===== config.mk =====
export PLATFORM = sky130hd
export DESIGN_NAME = encoder_parameter_command_unit
export DESIGN_NICKNAME = d
export VERILOG_FILES = /design/src/cmd_unit_pkg.sv /design/src/encoder_parameter_command_unit.sv
export SDC_FILE = /design/constraint.sdc
export NUM_CORES = 2
export LEC_CHECK = 0
export BUFFER_PORTS_ARGS = -buffer_cell sky130_fd_sc_hd__buf_4
export CAP_MARGIN = 25
export CELL_PAD_IN_SITES_DETAIL_PLACEMENT = 1
export CELL_PAD_IN_SITES_GLOBAL_PLACEMENT = 1
export CORE_MARGIN = 3
export CORE_UTILIZATION = 35
export DETAILED_ROUTE_END_ITERATION = 16
export HOLD_SLACK_MARGIN = 0.15
export MAX_ROUTING_LAYER = met4
export PLACE_DENSITY = 0.65
export SLEW_MARGIN = 20
export SYNTH_ARGS = -nofsm -noshare
export SYNTH_HDL_FRONTEND = slang
export SYNTH_SLANG_ARGS = --single-unit

===== constraint.sdc =====
create_clock -name clock -period 20.1 [get_ports clock]
set_clock_uncertainty 0.15 [all_clocks]
set_input_delay 4.02 -clock clock [delete_from_list [all_inputs] [get_ports clock]]
set_output_delay 4.02 -clock clock [all_outputs]
set_load 0.005 [all_outputs]

===== src/cmd_unit_pkg.sv =====
// constants and types shared by the encoder parameter command unit
package cmd_unit_pkg;

  // ----------------------------------------------------------------
  // command codes
  // ----------------------------------------------------------------
  localparam logic [7:0] CMD_READ_POS = 8'h42;
  localparam logic [7:0] CMD_SET_POS = 8'h43;
  localparam logic [7:0] CMD_READ_CNT = 8'h46;
  localparam logic [7:0] CMD_INC_CNT = 8'h47;
  localparam logic [7:0] CMD_CLR_CNT = 8'h49;
  localparam logic [7:0] CMD_READ_DATA = 8'h4a;
  localparam logic [7:0] CMD_STORE_DATA = 8'h4b;
  localparam logic [7:0] CMD_FIELD_STAT = 8'h4c;
  localparam logic [7:0] CMD_CREATE = 8'h4d;
  localparam logic [7:0] CMD_FREE_MEM = 8'h4e;
  localparam logic [7:0] CMD_CHG_KEY = 8'h4f;
  localparam logic [7:0] CMD_STATUS = 8'h50;
  localparam logic [7:0] CMD_TYPE = 8'h52;
  localparam logic [7:0] CMD_RESET = 8'h53;
  localparam logic [7:0] CMD_SET_ADDR = 8'h55;
  localparam logic [7:0] CMD_SERIAL = 8'h56;
  localparam logic [7:0] CMD_LINK_CFG = 8'h57;

  // ----------------------------------------------------------------
  // status codes
  // ----------------------------------------------------------------
  localparam logic [7:0] ST_OK = 8'h00;
  localparam logic [7:0] ST_INTEGRITY = 8'h06;
  localparam logic [7:0] ST_WATCHDOG = 8'h07;
  localparam logic [7:0] ST_PARITY = 8'h09;
  localparam logic [7:0] ST_CHECKSUM = 8'h0a;
  localparam logic [7:0] ST_UNKNOWN = 8'h0b;
  localparam logic [7:0] ST_LENGTH = 8'h0c;
  localparam logic [7:0] ST_ARG = 8'h0d;
  localparam logic [7:0] ST_PROTECTED = 8'h0e;
  localparam logic [7:0] ST_KEY = 8'h0f;
  localparam logic [7:0] ST_FIXED_SIZE = 8'h10;
  localparam logic [7:0] ST_WORD_ADDR = 8'h11;
  localparam logic [7:0] ST_NO_FIELD = 8'h12;
  localparam logic [7:0] ST_OVERSPEED = 8'h1f;

  // ----------------------------------------------------------------
  // factory defaults and sizes
  // ----------------------------------------------------------------
  localparam logic [7:0] DEF_ADDR = 8'h40;
  localparam logic [7:0] DEF_LINK_MODE = 8'he4;
  localparam logic [7:0] DEF_CODE0 = 8'h55;
  localparam logic [7:0] MEM_BYTES = 8'h80;
  localparam logic [7:0] FIELDS = 8'h04;
  localparam logic [7:0] CODE0_SEL = 8'hff;
  localparam logic [3:0] REQ_MAX = 4'h8;
  localparam logic [3:0] HDR_LEN = 4'h2;

  typedef enum logic [1:0] {
    IDLE = 2'b00,
    EXEC = 2'b01,
    SEND = 2'b11
  } phase_t;

  // total request length: address, command, arguments, checksum
  function automatic logic [3:0] req_len(input logic [7:0] cmd);
    logic [3:0] n;
    n = 4'h0;
    case (cmd)
      CMD_READ_POS, CMD_READ_CNT, CMD_INC_CNT, CMD_FREE_MEM: n = 4'h3;
      CMD_STATUS, CMD_TYPE, CMD_RESET, CMD_SERIAL: n = 4'h3;
      CMD_CLR_CNT, CMD_FIELD_STAT: n = 4'h4;
      CMD_SET_ADDR, CMD_LINK_CFG: n = 4'h5;
      CMD_READ_DATA, CMD_CREATE, CMD_CHG_KEY: n = 4'h6;
      CMD_STORE_DATA: n = 4'h7;
      CMD_SET_POS: n = 4'h8;
      default: n = 4'h0;
    endcase
    return n;
  endfunction : req_len

endpackage : cmd_unit_pkg


===== src/encoder_parameter_command_unit.sv =====
// command interpreter and status keeper of the encoder parameter channel
//
// Functional notes
// - no fault recorded, status read returns 00h
// - bad closing checksum rejects request, 0Ah
// - unknown command code refused, status 0Bh
// - wrong request byte count discarded, 0Ch
// - argument outside permitted set, 0Dh
// - store to protected field refused, 0Eh
// - wrong field access key refused, 0Fh
// - resizing a fixed-size field refused, 10h
// - word address beyond field refused, 11h
// - access to missing field refused, 12h
// - watchdog restart reported as status 07h
// - overspeed withholds position, status 1Fh
// - integrity check failure flags status 06h
// - guarded commands run only with matching key
// - protection key byte leaves factory as 55h
// - 56h returns serial number and firmware version
// - 57h sets link mode, default E4h
// - 55h sets bus address, default 40h
// - 4Ch returns field existence and protection
// - 4Eh returns free user memory, 128 initially
`timescale 1ns/1ps

module encoder_parameter_command_unit #(
  parameter logic [31:0] SERIAL_NUMBER = 32'h0000_0001,
  // arbitrary values, not tied to any product
  parameter logic [7:0] FW_VERSION = 8'h01,
  parameter logic [7:0] TYPE_ID = 8'h5a
) (
  input wire logic clock,
  input wire logic rstn,
  input wire logic [7:0] rx_byte,
  input wire logic rx_valid,
  input wire logic rx_parity_err,
  input wire logic rx_end,
  input wire logic tx_ready,
  output logic [7:0] tx_byte,
  output logic tx_valid,
  input wire logic [26:0] raw_position,
  input wire logic overspeed,
  input wire logic integrity_fail,
  input wire logic watchdog_restart,
  output logic [7:0] status_code,
  output logic [7:0] bus_address,
  output logic [7:0] link_mode,
  output logic busy
);
  import cmd_unit_pkg::*;

  // ----------------------------------------------------------------
  // state
  // ----------------------------------------------------------------
  typedef struct packed {
    phase_t phase;
    logic [7:0][7:0] req;
    logic [3:0] cnt;
    logic par_bad;
    logic [7:0] status;
    logic [7:0] code0;
    logic [7:0] addr;
    logic [7:0] mode;
    logic [26:0] pos_off;
    logic [31:0] counter;
    logic [127:0][7:0] mem;
    logic [3:0] f_exist;
    logic [3:0] f_wp;
    logic [3:0][6:0] f_base;
    logic [3:0][6:0] f_size;
    logic [3:0][7:0] f_key;
    logic [7:0] free;
    logic [7:0][7:0] resp;
    logic [3:0] resp_len;
    logic [7:0] chk;
    logic [3:0] tx_idx;
    logic [7:0] tx_byte;
    logic tx_valid;
    logic started;
  } state_t;

  state_t s;
  state_t next_s;

  // ----------------------------------------------------------------
  // next state
  // ----------------------------------------------------------------
  always_comb begin
    logic [7:0] cmd;
    logic [7:0] err;
    logic [7:0] x;
    logic [1:0] f;
    logic [7:0] a2;
    logic [7:0] a3;
    logic [7:0] a4;
    logic [26:0] pos;
    logic [6:0] idx;
    cmd = s.req[1];
    err = ST_OK;
    x = 8'h00;
    f = s.req[2][1:0];
    a2 = s.req[2];
    a3 = s.req[3];
    a4 = s.req[4];
    pos = raw_position + s.pos_off;
    idx = 7'h00;
    next_s = s;

    unique case (s.phase)
      IDLE: begin
        // requests only collect here; the link is half duplex
        if (rx_valid) begin
          if (s.cnt < REQ_MAX) begin
            next_s.req[s.cnt[2:0]] = rx_byte;
          end
          if (s.cnt != 4'hf) begin
            next_s.cnt = s.cnt + 4'h1;
          end
        end
        if (rx_parity_err) begin
          next_s.par_bad = 1'b1;
        end
        if (rx_end && s.cnt != 4'h0) begin
          next_s.phase = EXEC;
        end else if (rx_end) begin
          next_s.par_bad = 1'b0;
        end
      end

      EXEC: begin
        for (int i = 0; i < 8; i++) begin
          if (4'(i) < s.cnt) begin
            x = x ^ s.req[i];
          end
        end
        next_s.resp = '0;
        next_s.resp[0] = s.addr;
        next_s.resp[1] = cmd;
        next_s.resp_len = HDR_LEN;

        if (s.par_bad) begin
          err = ST_PARITY;
        end else if (s.cnt > REQ_MAX || x != 8'h00) begin
          err = ST_CHECKSUM;
        end else if (req_len(cmd) == 4'h0) begin
          err = ST_UNKNOWN;
        end else if (s.cnt != req_len(cmd)) begin
          err = ST_LENGTH;
        end else begin
          case (cmd)
            CMD_READ_POS: begin
              if (overspeed) begin
                err = ST_OVERSPEED;
              end else begin
                next_s.resp[2] = {5'h00, pos[26:24]};
                next_s.resp[3] = pos[23:16];
                next_s.resp[4] = pos[15:8];
                next_s.resp[5] = pos[7:0];
                next_s.resp_len = 4'h6;
              end
            end
            CMD_SET_POS: begin
              if (a2 != s.code0) begin
                err = ST_KEY;
              end else begin
                next_s.pos_off = {a3[2:0], a4, s.req[5], s.req[6]}
                                 - raw_position;
              end
            end
            CMD_READ_CNT: begin
              next_s.resp[2] = s.counter[31:24];
              next_s.resp[3] = s.counter[23:16];
              next_s.resp[4] = s.counter[15:8];
              next_s.resp[5] = s.counter[7:0];
              next_s.resp_len = 4'h6;
            end
            CMD_INC_CNT: begin
              next_s.counter = s.counter + 32'h0000_0001;
            end
            CMD_CLR_CNT: begin
              if (a2 != s.code0) begin
                err = ST_KEY;
              end else begin
                next_s.counter = '0;
              end
            end
            CMD_READ_DATA, CMD_STORE_DATA: begin
              idx = s.f_base[f] + a3[6:0];
              if (a2 >= FIELDS) begin
                err = ST_ARG;
              end else if (!s.f_exist[f]) begin
                err = ST_NO_FIELD;
              end else if (a4 != s.f_key[f]) begin
                err = ST_KEY;
              end else if (a3 >= {1'b0, s.f_size[f]}) begin
                err = ST_WORD_ADDR;
              end else if (cmd == CMD_READ_DATA) begin
                next_s.resp[2] = s.mem[idx];
                next_s.resp_len = 4'h3;
              end else if (s.f_wp[f]) begin
                err = ST_PROTECTED;
              end else begin
                next_s.mem[idx] = s.req[5];
              end
            end
            CMD_FIELD_STAT: begin
              if (a2 >= FIELDS) begin
                err = ST_ARG;
              end else begin
                next_s.resp[2] = {s.f_exist[f], s.f_wp[f], 6'h00};
                next_s.resp[3] = {1'b0, s.f_size[f]};
                next_s.resp_len = 4'h4;
              end
            end
            CMD_CREATE: begin
              // fields are carved in order; size cannot change later
              if (a2 >= FIELDS || a3[6:0] == 7'h00) begin
                err = ST_ARG;
              end else if (s.f_exist[f]) begin
                err = ST_FIXED_SIZE;
              end else if ({1'b0, a3[6:0]} > s.free) begin
                err = ST_ARG;
              end else begin
                next_s.f_exist[f] = 1'b1;
                next_s.f_wp[f] = a3[7];
                next_s.f_size[f] = a3[6:0];
                next_s.f_base[f] = 7'(MEM_BYTES - s.free);
                next_s.f_key[f] = a4;
                next_s.free = s.free - {1'b0, a3[6:0]};
              end
            end
            CMD_FREE_MEM: begin
              next_s.resp[2] = s.free;
              next_s.resp_len = 4'h3;
            end
            CMD_CHG_KEY: begin
              if (a2 == CODE0_SEL) begin
                if (a3 != s.code0) begin
                  err = ST_KEY;
                end else begin
                  next_s.code0 = a4;
                end
              end else if (a2 >= FIELDS) begin
                err = ST_ARG;
              end else if (!s.f_exist[f]) begin
                err = ST_NO_FIELD;
              end else if (a3 != s.f_key[f]) begin
                err = ST_KEY;
              end else begin
                next_s.f_key[f] = a4;
              end
            end
            CMD_STATUS: begin
              // reading the code also clears it
              next_s.resp[2] = s.status;
              next_s.resp_len = 4'h3;
              next_s.status = ST_OK;
            end
            CMD_TYPE: begin
              next_s.resp[2] = TYPE_ID;
              next_s.resp_len = 4'h3;
            end
            CMD_RESET: begin
              next_s.status = ST_OK;
            end
            CMD_SET_ADDR: begin
              if (a3 != s.code0) begin
                err = ST_KEY;
              end else begin
                next_s.addr = a2;
              end
            end
            CMD_SERIAL: begin
              next_s.resp[2] = SERIAL_NUMBER[31:24];
              next_s.resp[3] = SERIAL_NUMBER[23:16];
              next_s.resp[4] = SERIAL_NUMBER[15:8];
              next_s.resp[5] = SERIAL_NUMBER[7:0];
              next_s.resp[6] = FW_VERSION;
              next_s.resp_len = 4'h7;
            end
            CMD_LINK_CFG: begin
              if (a3 != s.code0) begin
                err = ST_KEY;
              end else begin
                next_s.mode = a2;
              end
            end
            default: begin
              err = ST_UNKNOWN;
            end
          endcase
        end

        // the checksum trails the answer: xor of every answer byte
        next_s.chk = 8'h00;
        for (int i = 0; i < 8; i++) begin
          next_s.chk = next_s.chk ^ next_s.resp[i];
        end
        next_s.cnt = 4'h0;
        next_s.par_bad = 1'b0;
        next_s.tx_idx = 4'h0;
        if (s.cnt == 4'h0 || s.req[0] != s.addr) begin
          // another node's request: no answer and no error code, but its command still runs; 50h and 53h clear status
          next_s.phase = IDLE;
        end else if (err != ST_OK) begin
          // a refused request is silent; the code waits for 50h or 53h
          next_s.status = err;
          next_s.phase = IDLE;
        end else begin
          next_s.phase = SEND;
        end
      end

      SEND: begin
        if (!s.tx_valid || tx_ready) begin
          if (s.tx_idx <= s.resp_len) begin
            next_s.tx_valid = 1'b1;
            if (s.tx_idx == s.resp_len) begin
              next_s.tx_byte = s.chk;
            end else begin
              next_s.tx_byte = s.resp[s.tx_idx[2:0]];
            end
            next_s.tx_idx = s.tx_idx + 4'h1;
          end else begin
            next_s.tx_valid = 1'b0;
            next_s.phase = IDLE;
          end
        end
      end
    endcase

    // ----------------------------------------------------------------
    // device events: placed last so a set beats a same-cycle clear
    // ----------------------------------------------------------------
    if (!s.started) begin
      next_s.started = 1'b1;
      if (watchdog_restart) begin
        next_s.status = ST_WATCHDOG;
      end
    end
    if (integrity_fail) begin
      next_s.status = ST_INTEGRITY;
    end
  end

  // ----------------------------------------------------------------
  // registers
  // ----------------------------------------------------------------
  always_ff @(posedge clock or negedge rstn) begin
    if (!rstn) begin
      s <= '0;
      s.phase <= IDLE;
      s.status <= ST_OK;
      s.code0 <= DEF_CODE0;
      s.addr <= DEF_ADDR;
      s.mode <= DEF_LINK_MODE;
      s.free <= MEM_BYTES;
    end else begin
      s <= next_s;
    end
  end

  // ----------------------------------------------------------------
  // outputs
  // ----------------------------------------------------------------
  assign tx_byte = s.tx_byte;
  assign tx_valid = s.tx_valid;
  assign status_code = s.status;
  assign bus_address = s.addr;
  assign link_mode = s.mode;
  assign busy = s.phase[0];

endmodule : encoder_parameter_command_unit


==> qor.csv <==
metric,value,unit
worst_slack,12.35,ns
switchingPower,0.003618,W
grt_util_all_layers,23.77,%
maxCapViolations,0,
syn_nets,6114,
netlist_instances,5986,
clockRootBuffer,clkbuf_16,
grt_pass1_wl,358.2,mm
power_frac_seq,35.2,%
slowest_stage,fa_4,
power_density,113.0,mW/mm2
grt_overflow,0,
postCtsHoldBufs,0,
die_x,453.5,um
syn_area_per_cell,11.71,um2
syn_area,0.07009,mm2
drtIter0Drc,3897,
cp_num_buf_inv,6,
power_frac_comb,33.7,%
post-route-period-util,38.58,%
drt-pass1-iter-count,5,
die_h,453.5,um
fin_tns_setup,0,ns
crit_top_cell,buf_4,
areaGrowthSynthToFinish,11.61,%
cts.path.max_buffers,3,
vias,49990,
die_area,0.2057,mm2
crit_fanout,44,
cts_resized,0,
synthTopCellsByArea,"dfrtp_1 (48%), mux2_2 (11%), mux2_1 (7.4%)",
internal-power,0.005220,W
grt-busiest-layer,met2,
cp_top_family,buffers and inverters,
relSlewSlack,20.14,%
synth_top_area_share,48.34,%
postCtsSetupRepairBufs,0,
fillerInstances,21170,
crit_arrival,8.29,ns
ios,78,
yosys_register_bits,1364,
drive_above_1_share,23.08,%
critPathKind,reg -> reg,
rsz0062_at_grt,no,
critPathLaunchType,register,
cts_tree,yes,
start_util,35.36,%
hold_class,reg -> reg,
crit_path_cell_trace,buf_4 -> mux4_2 -> inv_1 -> fa_4 -> buf_4 -> buf_4 -> buf_4 -> buf_4 -> mux2i_1 -> mux4_2 -> nor3_1 -> a221oi_1 -> o211ai_1 -> o21ai_0 -> or4_1 -> a211oi_1 -> xnor2_1 -> xnor3_1 -> mux2_2,
grt_max_degree,176,
layout.nets,6021,
antenna_found_initial,9,
yosys_warnings,0,
cts_buffers,150,
yosysUniqueCellTypes,90,
cts.sinks,1364,
dp_hpwl,152.6,mm
most-common-layout-cells,"dfrtp_1 (1345), mux2_2 (713), nand2_1 (649), mux2_1 (458), o21ai_0 (222)",
p_clk_share,31.1,%
postPlaceCellArea,0.07324,mm2
htreeDepth,4,
cp.required,20.64,ns
final_common_cell,dfrtp_1,
p_total,0.008838,W
viasPerCell,5.777,
grt_use_met2,37.99,%
dominantRegCellSynth,dfrtp_1,
ys_seq_area_share,48.72,%
status,"complete, no violations",
met1_usage,31.44,%
clk_pin_slew,0.06,ns
wl,240.1,mm
fin_area,0.07823,mm2
final-setup-viol-count,0,
synth_top_area_cell,dfrtp_1,
swShare,40.94,%
p_leak,36.30,nW
ant_nets,0,
rows,163,
pre_cts_ws,11.89,ns
tightest_slew,1.198,ns
grt_pass1_vias,52300,
slowest_delay,0.88,ns
use_met3,2.904,%
drt_drc_violations_left,0,
end_kind,register,
vdd_drop_max,0.08527,mV
gp_congestion,0.8747,
final.min_clock_period,7.755,ns
finalHoldViolCount,0,
max_freq,129.0,MHz
slew_violations,0,
port_buffers,77,
core,0.1982,mm2
async_flop_share,100.0,%
worstSkewPairLatency,0.82,ns
synth_edf_count,0,
routedWlPerCell,27.75,um
## cells in the mapped netlist, drive strengths merged, types with 43 or more instances
cell type,number
dfrtp,1354
mux2,1171
nand2,731
clkbuf,291
o21ai,224
nor2,210
buf,157
nand3,151
a21oi,138
mux2i,122
nor3,116
xnor2,109
inv,96
o22ai,86
ha,80
mux4,77
xor2,75
nor4,52
a32oi,51
a31oi,43
## stage by stage
stage	util, %	hold slack, ns	instances
floorplan	-	0.2787	5986
global placement	36.92	0.2972	8371
CTS	39.37	0.3190	8642
finish	39.46	0.3209	8653
global route	39.46	0.3466	8652
detailed placement	36.94	0.3037	8373
## state kept, by name (all words and copies together), names as in the netlist
name and count:
s 1330, status_code 8, tx_valid 1, link_mode 8
tx_byte 8, bus_address 8, busy 1
## power groups by stage
stage / Clock [W] / Combinational (W) / Sequential [W]
finish: 0.00274 / 0.00298 / 0.00311
global route: 0.00292 / 0.00315 / 0.00312
CTS: 0.00280 / 0.00294 / 0.00311
detailed placement: 0 / 0.00292 / 0.00315
global placement: 0 / 0.00290 / 0.00315
floorplan: 0 / 0.00184 / 0.00292
## final cells by class
| type | count | area [um2] | area share (%) |
|---|---|---|---|
| multi-input cells | 4078 | 33800 | 43.21 |
| diodes | 3 | 7.507 | 0.009597 |
| inverters | 96 | 361.6 | 0.4623 |
| well taps | 2640 | 3303 | 4.223 |
| repair buffers | 203 | 1765 | 2.257 |
| flip-flops and latches | 1364 | 34180 | 43.69 |
| clock buffers | 233 | 4448 | 5.686 |
| clock inverters | 36 | 364.1 | 0.4655 |
## routing by layer
layer / wire [um] / up-vias
li1: - / 21580
met1: 105900 / 26630
met2: 114100 / 1368
met3: 11690 / 416
met4: 8430 / 0
met5: 0 / -
## cells by family (layout without fill, tap and decap cells)
logic type | after synthesis | count (layout) | share of synthesized area, %
xor+xnor | 194 | 194 | 2.621
fa+ha+maj | 84 | 84 | 1.542
flops | 1364 | 1364 | 48.72
other cells | 1 | 4 | 0.005350
compound gates | 928 | 928 | 8.947
simple gates | 1501 | 1501 | 11.79
buf+inv | 544 | 568 | 3.345
mux | 1370 | 1370 | 23.03
## path summary, 6_finish.rpt
check | start | end | slack, ns | depth (start not counted)
max | s[1331]$_DFFE_PN0P_ | s[18]$_DFFE_PN0P_ | 12.35 | 19
min | s[192]$_DFFE_PN0P_ | s[192]$_DFFE_PN0P_ | 0.32 | 1
max reg2reg | s[1331]$_DFFE_PN0P_ | s[18]$_DFFE_PN0P_ | 12.35 | 19
min reg2reg | s[192]$_DFFE_PN0P_ | s[192]$_DFFE_PN0P_ | 0.32 | 1
max in group asynchronous | rstn | s[885]$_DFFE_PN0P_ | 13.63 | 4
min in group asynchronous | rstn | s[1250]$_DFFE_PN0P_ | 2.97 | 1
Power figures use the tool's default switching activity.
